**src/include/uart_irq_format_defs.vh**
```
/*
  Constants for the UART interrupt identification and line format block:
  register byte offsets, field positions, reset values and source codes.
  Assumes inclusion by bare name from a design file on a 32-bit AXI4-Lite bus.
*/
`ifndef UART_IRQ_FORMAT_DEFS_VH
`define UART_IRQ_FORMAT_DEFS_VH

// Register byte offsets
`define OFS_IDENT 8'h00
`define OFS_LINE_FMT 8'h04
`define OFS_IRQ_ENABLE 8'h08
`define OFS_FEATURE 8'h0C
`define OFS_FIFO_SETUP 8'h10
`define OFS_DIVISOR 8'h14

// Reset values
`define RST_LINE_FMT 8'h00
`define RST_IRQ_ENABLE 8'h00
`define RST_FEATURE 8'h00
`define RST_FIFO_SETUP 8'h00
`define RST_DIVISOR 16'h0001
`define RST_IDENT 8'h01

// Line format fields
`define LF_DLAB 7
`define LF_BREAK 6
`define LF_PAR_HI 5
`define LF_PAR_LO 3
`define LF_STOP 2
`define LF_WLEN_HI 1
`define LF_WLEN_LO 0

// Parity selections (bits 5..3)
`define PAR_ODD 3'h1
`define PAR_EVEN 3'h3
`define PAR_FORCE1 3'h5
`define PAR_FORCE0 3'h7

// Parity mode output encoding
`define PMODE_ODD 2'h0
`define PMODE_EVEN 2'h1
`define PMODE_FORCE1 2'h2
`define PMODE_FORCE0 2'h3

// Interrupt enable fields
`define IE_RX_DATA 0
`define IE_TX_EMPTY 1
`define IE_LINE_STAT 2
`define IE_MODEM 3
`define IE_XOFF 4
`define IE_CTS_RTS 5

// Enhanced feature enable and FIFO setup fields
`define FEAT_ENH 4
`define FS_ENABLE 0
`define FS_RX_RESET 1
`define FS_TX_RESET 2
`define FS_WR_MASK 8'hC8

// Identification codes, bits 5..0 with bit 0 the not-pending flag
`define ID_LINE_STAT 6'h06
`define ID_RX_DATA 6'h04
`define ID_RX_TIMEOUT 6'h0C
`define ID_TX_EMPTY 6'h02
`define ID_MODEM 6'h00
`define ID_XOFF 6'h10
`define ID_CTS_RTS 6'h20
`define ID_NONE 6'h01

// AXI responses
`define RESP_OKAY 2'h0
`define RESP_SLVERR 2'h2

`endif

```
**src/logic/uart_irq_format.v**
```verilog
/*
  UART interrupt identification and line format control with an AXI4-Lite
  register slave. Assumes the receiver, transmitter, FIFOs and flow control
  sit elsewhere on the same clock and present their conditions as levels
  or one-cycle pulses; those conditions clear by their own service action.
*/
// The address map and the AXI4-Lite register port are this design's own decisions.
`timescale 1ns/1ps
`include "uart_irq_format_defs.vh"

// Notes on behaviour
// - Identification returns highest pending priority code
// - Current source reported until it is serviced
// - Line status is level 1, code 000110
// - Data available is level 2, code 000100
// - Receive timeout is level 2, code 001100
// - Transmit holding empty is level 3, 000010
// - Modem status is level 4, code 000000
// - Xoff or special character level 5, 010000
// - CTS or RTS change level 6, 100000
// - Bits 5 and 4 need enhanced enable
// - Xoff flag holds until Xon received
// - Bits 7 and 6 show FIFO enable
// - Bit 0 low means interrupt pending
// - Format bit 7 opens divisor and features
// - Format bit 6 forces transmit line low
// - Bits 5..3 select parity mode
// - Bit 2 selects stop bit length
// - Bits 1..0 select word length
// - FIFO enable gates other setup bits
module uart_irq_format (
  input wire clk_in,
  input wire reset_n_in,
  input wire [7:0] s_axi_awaddr_in,
  input wire s_axi_awvalid_in,
  output reg s_axi_awready_out,
  input wire [31:0] s_axi_wdata_in,
  input wire [3:0] s_axi_wstrb_in,
  input wire s_axi_wvalid_in,
  output reg s_axi_wready_out,
  output reg [1:0] s_axi_bresp_out,
  output reg s_axi_bvalid_out,
  input wire s_axi_bready_in,
  input wire [7:0] s_axi_araddr_in,
  input wire s_axi_arvalid_in,
  output reg s_axi_arready_out,
  output reg [31:0] s_axi_rdata_out,
  output reg [1:0] s_axi_rresp_out,
  output reg s_axi_rvalid_out,
  input wire s_axi_rready_in,
  input wire line_status_in,
  input wire rx_data_avail_in,
  input wire rx_timeout_in,
  input wire tx_holding_empty_in,
  input wire modem_status_in,
  input wire xoff_match_in,
  input wire xon_match_in,
  input wire cts_rts_change_in,
  input wire tx_serial_in,
  output reg tx_line_out,
  output reg irq_pending_out,
  output reg [1:0] word_len_out,
  output reg long_stop_out,
  output reg parity_enable_out,
  output reg [1:0] parity_mode_out,
  output reg fifo_enable_out,
  output reg rx_fifo_reset_out,
  output reg tx_fifo_reset_out,
  output reg [15:0] divisor_out
);

  reg [7:0] line_fmt_r;
  reg [7:0] irq_enable_r;
  reg [7:0] feature_r;
  reg [7:0] fifo_setup_r;
  reg [15:0] divisor_r;
  reg [7:0] ident_r;
  reg [7:0] ident_nxt;
  reg xoff_flag_r;
  reg cts_rts_flag_r;

  reg aw_full_r;
  reg aw_full_nxt;
  reg [7:0] aw_addr_r;
  reg w_full_r;
  reg w_full_nxt;
  reg [31:0] w_data_r;
  reg [3:0] w_strb_r;
  reg bvalid_nxt;
  reg rvalid_nxt;
  reg [31:0] rd_data;
  reg [1:0] rd_resp;
  reg wr_err;

  wire aw_take = s_axi_awvalid_in & s_axi_awready_out;
  wire w_take = s_axi_wvalid_in & s_axi_wready_out;
  wire wr_go = aw_full_r & w_full_r & ~s_axi_bvalid_out;
  wire ar_take = s_axi_arvalid_in & s_axi_arready_out;
  wire dlab = line_fmt_r[`LF_DLAB];
  wire enh = feature_r[`FEAT_ENH];
  wire wr_lane0 = w_strb_r[0];
  wire wr_lane1 = w_strb_r[1];
  wire [2:0] par_sel = line_fmt_r[`LF_PAR_HI:`LF_PAR_LO];
  // The identification code is read once it is stable; a reported
  // CTS/RTS change is cleared by that read.
  wire ident_read = ar_take & (s_axi_araddr_in == `OFS_IDENT);
  wire cts_rts_reported = (ident_r[5:0] == `ID_CTS_RTS);

  wire src_line = line_status_in & irq_enable_r[`IE_LINE_STAT];
  wire src_rx = rx_data_avail_in & irq_enable_r[`IE_RX_DATA];
  wire src_tmo = rx_timeout_in & irq_enable_r[`IE_RX_DATA];
  wire src_tx = tx_holding_empty_in & irq_enable_r[`IE_TX_EMPTY];
  wire src_modem = modem_status_in & irq_enable_r[`IE_MODEM];
  wire src_xoff = xoff_flag_r & irq_enable_r[`IE_XOFF] & enh;
  wire src_cts = cts_rts_flag_r & irq_enable_r[`IE_CTS_RTS] & enh;

  // the source stays until its condition is serviced
  always @*
  begin
    ident_nxt[7:6] = fifo_setup_r[`FS_ENABLE] ? 2'h3 : 2'h0;
    if (src_line)
      ident_nxt[5:0] = `ID_LINE_STAT;
    else if (src_tmo)
      ident_nxt[5:0] = `ID_RX_TIMEOUT;
    else if (src_rx)
      ident_nxt[5:0] = `ID_RX_DATA;
    else if (src_tx)
      ident_nxt[5:0] = `ID_TX_EMPTY;
    else if (src_modem)
      ident_nxt[5:0] = `ID_MODEM;
    else if (src_xoff)
      ident_nxt[5:0] = `ID_XOFF;
    else if (src_cts)
      ident_nxt[5:0] = `ID_CTS_RTS;
    else
      ident_nxt[5:0] = `ID_NONE;
  end

  always @(posedge clk_in or negedge reset_n_in)
  begin
    if (!reset_n_in)
    begin
      ident_r <= `RST_IDENT;
      irq_pending_out <= 1'b0;
      xoff_flag_r <= 1'b0;
      cts_rts_flag_r <= 1'b0;
    end
    else
    begin
      ident_r <= ident_nxt;
      irq_pending_out <= ~ident_nxt[0];
      if (xoff_match_in)
        xoff_flag_r <= 1'b1;
      else if (xon_match_in)
        xoff_flag_r <= 1'b0;
      if (cts_rts_change_in)
        cts_rts_flag_r <= 1'b1;
      else if (ident_read & cts_rts_reported)
        cts_rts_flag_r <= 1'b0;
    end
  end

  // Write channel bookkeeping; address and data may arrive in either order
  // A commit empties both holding slots; readies stay low while they are full
  always @*
  begin
    aw_full_nxt = (aw_full_r | aw_take) & ~wr_go;
    w_full_nxt = (w_full_r | w_take) & ~wr_go;
    bvalid_nxt = wr_go | (s_axi_bvalid_out & ~s_axi_bready_in);
  end

  // divisor and feature offsets exist only with the latch bit set
  always @*
  begin
    case (aw_addr_r)
      `OFS_IDENT, `OFS_LINE_FMT, `OFS_IRQ_ENABLE, `OFS_FIFO_SETUP:
        wr_err = 1'b0;
      `OFS_FEATURE, `OFS_DIVISOR:
        wr_err = ~dlab;
      default:
        wr_err = 1'b1;
    endcase
  end

  always @(posedge clk_in or negedge reset_n_in)
  begin
    if (!reset_n_in)
    begin
      aw_full_r <= 1'b0;
      w_full_r <= 1'b0;
      aw_addr_r <= 8'h00;
      w_data_r <= 32'h00000000;
      w_strb_r <= 4'h0;
      s_axi_awready_out <= 1'b0;
      s_axi_wready_out <= 1'b0;
      s_axi_bvalid_out <= 1'b0;
      s_axi_bresp_out <= `RESP_OKAY;
      line_fmt_r <= `RST_LINE_FMT;
      irq_enable_r <= `RST_IRQ_ENABLE;
      feature_r <= `RST_FEATURE;
      fifo_setup_r <= `RST_FIFO_SETUP;
      divisor_r <= `RST_DIVISOR;
      rx_fifo_reset_out <= 1'b0;
      tx_fifo_reset_out <= 1'b0;
    end
    else
    begin
      aw_full_r <= aw_full_nxt;
      w_full_r <= w_full_nxt;
      s_axi_bvalid_out <= bvalid_nxt;
      s_axi_awready_out <= ~aw_full_nxt & ~bvalid_nxt;
      s_axi_wready_out <= ~w_full_nxt & ~bvalid_nxt;
      rx_fifo_reset_out <= 1'b0;
      tx_fifo_reset_out <= 1'b0;
      if (aw_take)
        aw_addr_r <= s_axi_awaddr_in;
      if (w_take)
      begin
        w_data_r <= s_axi_wdata_in;
        w_strb_r <= s_axi_wstrb_in;
      end
      if (wr_go)
      begin
        s_axi_bresp_out <= wr_err ? `RESP_SLVERR : `RESP_OKAY;
        if (!wr_err && wr_lane0)
          case (aw_addr_r)
            `OFS_LINE_FMT:
              line_fmt_r <= w_data_r[7:0];
            `OFS_IRQ_ENABLE:
              irq_enable_r <= {2'h0, w_data_r[5:0]};
            `OFS_FEATURE:
              feature_r <= w_data_r[7:0];
            `OFS_FIFO_SETUP:
            begin
              // other setup bits only with enable written as one
              fifo_setup_r[`FS_ENABLE] <= w_data_r[`FS_ENABLE];
              if (w_data_r[`FS_ENABLE])
              begin
                fifo_setup_r <= (w_data_r[7:0] & `FS_WR_MASK) | 8'h01;
                rx_fifo_reset_out <= w_data_r[`FS_RX_RESET];
                tx_fifo_reset_out <= w_data_r[`FS_TX_RESET];
              end
            end
            `OFS_DIVISOR:
              divisor_r[7:0] <= w_data_r[7:0];
            default:
              divisor_r <= divisor_r;
          endcase
        if (!wr_err && wr_lane1 && (aw_addr_r == `OFS_DIVISOR))
          divisor_r[15:8] <= w_data_r[15:8];
      end
    end
  end

  // Read data mux; reserved bits read as zero
  always @*
  begin
    rd_data = 32'h00000000;
    rd_resp = `RESP_OKAY;
    case (s_axi_araddr_in)
      `OFS_IDENT:
        rd_data[7:0] = ident_r;
      `OFS_LINE_FMT:
        rd_data[7:0] = line_fmt_r;
      `OFS_IRQ_ENABLE:
        rd_data[7:0] = irq_enable_r;
      `OFS_FIFO_SETUP:
        rd_data[7:0] = fifo_setup_r;
      `OFS_FEATURE:
        if (dlab)
          rd_data[7:0] = feature_r;
        else
          rd_resp = `RESP_SLVERR;
      `OFS_DIVISOR:
        if (dlab)
          rd_data[15:0] = divisor_r;
        else
          rd_resp = `RESP_SLVERR;
      default:
        rd_resp = `RESP_SLVERR;
    endcase
  end

  always @*
  begin
    rvalid_nxt = ar_take | (s_axi_rvalid_out & ~s_axi_rready_in);
  end

  always @(posedge clk_in or negedge reset_n_in)
  begin
    if (!reset_n_in)
    begin
      s_axi_arready_out <= 1'b0;
      s_axi_rvalid_out <= 1'b0;
      s_axi_rdata_out <= 32'h00000000;
      s_axi_rresp_out <= `RESP_OKAY;
    end
    else
    begin
      s_axi_rvalid_out <= rvalid_nxt;
      s_axi_arready_out <= ~rvalid_nxt;
      if (ar_take)
      begin
        s_axi_rdata_out <= rd_data;
        s_axi_rresp_out <= rd_resp;
      end
    end
  end

  // Format outputs registered so the line side sees stable values
  always @(posedge clk_in or negedge reset_n_in)
  begin
    if (!reset_n_in)
    begin
      tx_line_out <= 1'b1;
      word_len_out <= 2'h0;
      long_stop_out <= 1'b0;
      parity_enable_out <= 1'b0;
      parity_mode_out <= `PMODE_ODD;
      fifo_enable_out <= 1'b0;
      divisor_out <= `RST_DIVISOR;
    end
    else
    begin
      tx_line_out <= tx_serial_in & ~line_fmt_r[`LF_BREAK];
      word_len_out <= line_fmt_r[`LF_WLEN_HI:`LF_WLEN_LO];
      // 1.5 or 2 stop bits by word length
      long_stop_out <= line_fmt_r[`LF_STOP];
      parity_enable_out <= par_sel[0];
      case (par_sel)
        `PAR_EVEN:
          parity_mode_out <= `PMODE_EVEN;
        `PAR_FORCE1:
          parity_mode_out <= `PMODE_FORCE1;
        `PAR_FORCE0:
          parity_mode_out <= `PMODE_FORCE0;
        default:
          parity_mode_out <= `PMODE_ODD;
      endcase
      fifo_enable_out <= fifo_setup_r[`FS_ENABLE];
      divisor_out <= divisor_r;
    end
  end

endmodule

```
**config.mk**
```make
export PLATFORM = sky130hd
export DESIGN_NAME = uart_irq_format
export DESIGN_NICKNAME = d
export VERILOG_FILES = /design/src/logic/uart_irq_format.v
export VERILOG_INCLUDE_DIRS = /design/src /design/src/include
export SDC_FILE = /design/constraint.sdc
export NUM_CORES = 1
export LEC_CHECK = 0
export ABC_AREA = 1
export BUFFER_PORTS_ARGS = -buffer_cell sky130_fd_sc_hd__buf_2
export CORE_MARGIN = 2
export CORE_UTILIZATION = 57
export DETAILED_ROUTE_END_ITERATION = 12
export PLACE_DENSITY = 0.95
export SYNTH_ARGS = -nofsm -noshare
export SYNTH_HDL_FRONTEND = slang
export SYNTH_SLANG_ARGS = --single-unit
```
**constraint.sdc**
```tcl
create_clock -name clk_in -period 2.9 [get_ports clk_in]
set_input_delay 0.435 -clock clk_in [delete_from_list [all_inputs] [get_ports clk_in]]
set_output_delay 0.435 -clock clk_in [all_outputs]
set_load 0.01 [all_outputs]
```
======== Yosys cells after proc, flatten, opt, wreduce, memory -nomap -nowiden ========
Index checks and enable logic that the tools add are counted.
operators by class
  equality and inequality tests ........... 14
  mux-type cells .......................... 31
  bitwise logic cells ..................... 38
  reduce and logical (&&, ||, !) cells .... 19
operators by type and width
  kind                count
  $pmux 8 s6          1
  $mux 6              7
  $eq 8x4->1 const B  4
  $eq 8x5->1 const B  4
  $mux 8              3
  $and 1x1->1         23
  $eq 8x3->1 const B  2
  $logic_not 8->1     2
  $mux 16             1
  $reduce_and 3->1    5
  $mux 1              13
  $not 1->1           11
  $reduce_or 4->1     2
  $eq 3x3->1 const B  2
  $eq 6x6->1 const B  1
  $mux 2              3
  $pmux 2 s3          1
  $or 1x1->1          4
  $pmux 2 s2          1
  $reduce_and 4->1    1
  $reduce_bool 2->1   2
  $reduce_or 2->1     2
  $eq 3x2->1 const B  1
  $logic_and 1x1->1   3
  3 further kinds     3
storage, ports and cells
  register bits ........................... 132
  input bits .............................. 68
  output and inout bits ................... 68
  word-level logic and storage cells ...... 135

======== Depth between registers and ports, before layout ========
  word-level depth ........................ 10
  mapped depth ............................ 11
  gate-level depth less buffers ........... 9

======== Worst setup path after synthesis ========
No wires, ideal clock.
  kind .................................... register to register
  from .................................... register aw_addr_r[1]
  to ...................................... register fifo_setup_r[3]
  arrival ................................. 1.433 ns
  path slack .............................. 1.349 ns
  stages on the path, launching flop included .. 10
  clock period less this slack ............ 1.551 ns
  cells stage by stage .................... dfrtp_1 > nor2_2 > nand3_1 > nor2_4 > nor2_8 > nor2_4 > nor2_8 > buf_6 > nand4_1 > nand2_1
between the ends
  word-level cells in the longest chain between the ends .. 6
  elaborated cells between the ends (all ways) .. 12
ends and longest elaborated chain
  element                                             line                                          RTL
  from (decl)                                         uart_irq_format.v:84                          reg [7:0] aw_addr_r;
  from (signal assigned)                              uart_irq_format.v:216                         aw_addr_r <= s_axi_awaddr_in;
  $eq 8x5->1 (tied with other cells)                  uart_irq_format.v:175, uart_irq_format.v:226
  $reduce_or 4->1 or $reduce_or 2->1 (tied branches)  uart_irq_format.v:175                         case (aw_addr_r)
  $pmux 1 s2                                          uart_irq_format.v:175
  $logic_not 1->1                                     uart_irq_format.v:225                         if (!wr_err && wr_lane0)
  $logic_and 1x1->1                                   uart_irq_format.v:225
  $reduce_and 4->1 (no source line) (*)               n/a
  to (signal assigned)                                uart_irq_format.v:201                         fifo_setup_r <= `RST_FIFO_SETUP;
  to (signal, indexed assignment)                     uart_irq_format.v:236                         fifo_setup_r[`FS_ENABLE] <= w_data_r[`FS_ENABLE];
  to (signal assigned)                                uart_irq_format.v:239                         fifo_setup_r <= (w_data_r[7:0] & `FS_WR_MASK) | 8'h01;
  to (decl)                                           uart_irq_format.v:75                          reg [7:0] fifo_setup_r;
Every way passes the cells marked *; elsewhere a longest branch is shown, timed or not.
A chain may end at the register's enable or synchronous reset.

======== Worst setup path after layout ========
  from .................................... register aw_addr_r[1]
  to ...................................... register feature_r[2]
between the ends
  word-level cells in the longest chain between the ends .. 6
  elaborated cells between the ends (all ways) .. 12
ends and longest elaborated chain
  element                                             line                   RTL
  $eq 8x5->1 (tied with other cells)                  uart_irq_format.v:175
  $reduce_or 4->1 or $reduce_or 2->1 (tied branches)  uart_irq_format.v:175
  $pmux 1 s2                                          uart_irq_format.v:175
  $logic_not 1->1                                     uart_irq_format.v:225
  $logic_and 1x1->1                                   uart_irq_format.v:225
  $reduce_and 3->1 (no source line) (*)               n/a
  to (signal assigned)                                uart_irq_format.v:200  feature_r <= `RST_FEATURE;
  to (signal assigned)                                uart_irq_format.v:232  feature_r <= w_data_r[7:0];
  to (decl)                                           uart_irq_format.v:74   reg [7:0] feature_r;
Marks and branches as above.

==> results.yml <==
grt:
  grt_pass1_wl_mm: 21.7
  grt_pass1_vias: 4402
  grt-ovfl-total: 0
  grt_max_degree: 114
  antenna_found_initial: 0
  track_usage: 0.273
cells_and_area:
  fin_nets: 775
  post-route-util: 0.710
  syn_to_final_growth_pct: 20.6
  num-fill-cells: 636
  antennaDiodeCount: 0
  drive_above_1_share: 0.233
sta:
  slew_headroom: 0.403
  slew_violations: 0
  fmax_ghz: 0.481
  finalCritPeriodShare: 0.717
  worst_slew_pin_slew_ns: 0.893
  hold_slack_ns: 0.0971
  hold_violations: 0
  fin_tns_setup_ns: 0
  setup_viol: 0
  rsz0062_at_grt: "no"
  period_needed_ns: 2.08
  final.setup_skew_ns: 0.00595
placement:
  gp_congestion: 0.873
  portBuffers: 99
  dp_hpwl_mm: 8.86
synthesis:
  async_flop_share: 1.00
  ys_top_cells_by_count: "nand2_1, dfrtp_1, inv_1"
  dominantRegCellSynth: "dfrtp_1"
  yosys.area.top_type: "dfrtp_1"
  netlist_instances: 602
  ys_ff_latch: 128
  ys_seq_area_frac: 0.587
  synth_most_common_cell: "nand2_1"
  syn_area_sq_um: 5470
  synthTopCellsByArea: "dfrtp_1, nand2_1, nand4_1, nand3_1, inv_1"
  synth.avg_cell_area_sq_um: 9.08
  synth_top_cell_area_share: 0.568
  synth_cell_type_count: 31
  synth_edf_count: 0
  ys_warn_count: 0
critical_path:
  cp_max_fo: 8
  crit_required_ns: 3.30
  path_cells: "nor2_2 > nand3_2 > nor2_2 > buf_4 > nor2_8 > nand3_4 > nand4_2 > nand2_1 > nand2_1"
  start_kind: "register"
  worstSetupPathType: "register to register"
  crit_path_max_incr_delay_ns: 0.39
  cp_slowest_cell: "dfrtp_1"
  crit_path_end_kind: "register"
  crit_arrival_ns: 2.48
die:
  coreArea_sq_um: 9280
  fp.dieArea_sq_um: 10400
  rows: 35
  start_util: 0.589
  die_y_um: 102
  die_x_um: 102
  ios: 136
run:
  maxCapViolCount: 0
power_and_ir_drop:
  p_leak_nw: 3.61
  p_per_area_nw_per_um2: 782
  irDropWorstVdd_v: 0.000593
routing:
  ant_nets: 0
  drt_wl_total_mm: 13.5
  first_pass_iters: 6
  drc: 0
  via_per_inst: 5.49
  drtIter0Drc: 509
  routedWlPerCell_um: 15.9
  vias: 4660
clock_tree:
  htreeDepth: 4
  tritoncts: "built"
  root_buffer: "clkbuf_8"
  clkSinkCount: 128
  path_clk_slew_ns: 0.07
  clock_path_buffers: 2
  cts_inserted_buffers: 17
  clk_latency_ns: 0.52
status:
  status: "completed"
hold_path:
  holdCritPathClass: "primary input to register"
==> metrics by stage <==
| step | instances | cell area [sq um] | worst slack [ns] | total power (W) |
|---|---|---|---|---|
| floorplan | 619 | 5530 | 1.35 | 0.00287 |
| global placement | 816 | 6000 | 0.999 | 0.00307 |
| detailed placement | 816 | 6000 | 0.919 | 0.00313 |
| CTS | 849 | 6590 | 0.856 | 0.00515 |
| global route | 849 | 6590 | 0.692 | 0.00538 |
| finish | 849 | 6590 | 0.821 | 0.00515 |
==> layer usage <==
metal	track usage	routed length [um]	vias up
met2	0.434	6590	262
met3	0.0684	1020	42
met4	0.116	369	0
met1	0.360	5480	2215
li1	-	-	2141
met5	0	0	-
==> sequential cells by signal (all words and copies together) (netlist names), 2 cells and up <==
name / flops
aw_addr_r: 8
divisor_out: 16
divisor_r: 16
feature_r: 8
fifo_setup_r: 4
ident_r: 7
irq_enable_r: 6
line_fmt_r: 8
parity_mode_out: 2
s_axi_rdata_out: 16
w_data_r: 16
w_strb_r: 2
word_len_out: 2
==> path summary, 6_finish.rpt <==
| kind | startpoint | endpoint | slack (ns) | cells after the start |
|---|---|---|---|---|
| min in group asynchronous | reset_n_in | ident_r[5] | 0.31 | 2 |
| max reg2reg | aw_addr_r[1] | feature_r[2] | 0.82 | 9 |
| min reg2reg | divisor_r[12] | divisor_out[12] | 0.38 | 0 |
| max in group asynchronous | reset_n_in | s_axi_rvalid_out | 1.75 | 3 |
| min | cts_rts_change_in | cts_rts_flag_r | 0.1 | 2 |
| max | aw_addr_r[1] | feature_r[2] | 0.82 | 9 |
==> critical path, delay by kind of cell, from the launching register on <==
family / cells / cell delay (ns)
flip-flops: 1 / 0.39
AND/OR/NAND/NOR: 8 / 1.31
buffers and inverters: 1 / 0.24
==> cell families (layout without fill, tap and decap cells) <==
| logic type | count (synthesis) | count (layout) | synth area share |
|---|---|---|---|
| simple gates | 343 | 343 | 0.287 |
| buf+inv | 81 | 182 | 0.0739 |
| compound gates | 49 | 49 | 0.0515 |
| other cells | 1 | 18 | 0.000686 |
| flops | 128 | 128 | 0.587 |
==> what timing repair did <==
action	4_1_cts	5_1_grt
hold buffers	1	0
buffers inserted	0	0
gates resized for setup	0	0
hold endpoints to repair	14	0
==> final cells by class <==
| type | instances | area [sq um] | share of cell area |
|---|---|---|---|
| sequential | 128 | 3210 | 0.487 |
| multi-input combinational | 410 | 1920 | 0.291 |
| timing repair buffer | 104 | 551 | 0.0835 |
| clock buffer | 17 | 414 | 0.0628 |
| inverter | 46 | 173 | 0.0262 |
| clock inverter | 15 | 165 | 0.0251 |
| tap | 129 | 161 | 0.0245 |
==> power by group <==
| group | internal, W | switching (W) |
|---|---|---|
| Combinational | 0.000254 | 0.000608 |
| Clock | 0.00111 | 0.000916 |
| Sequential | 0.00202 | 0.000241 |
==> placed cells by master, fill, tap and decap left out, types with 2 or more instances in the layout <==
master / n
a21oi_1: 4
buf_2: 98
buf_4: 4
clkbuf_16: 16
clkinv_4: 2
clkinv_8: 3
conb_1: 18
dfrtp_1: 124
dfstp_2: 4
inv_1: 37
inv_2: 9
inv_6: 4
inv_8: 5
nand2_1: 223
nand3_1: 30
nand3_2: 2
nand4_1: 36
nand4_2: 5
nor2_1: 30
nor2_2: 6
nor2_4: 3
nor2_8: 2
nor4_1: 2
o21ai_0: 18
o21ai_1: 16
o41ai_1: 8
(Power assumes the default switching activity.)
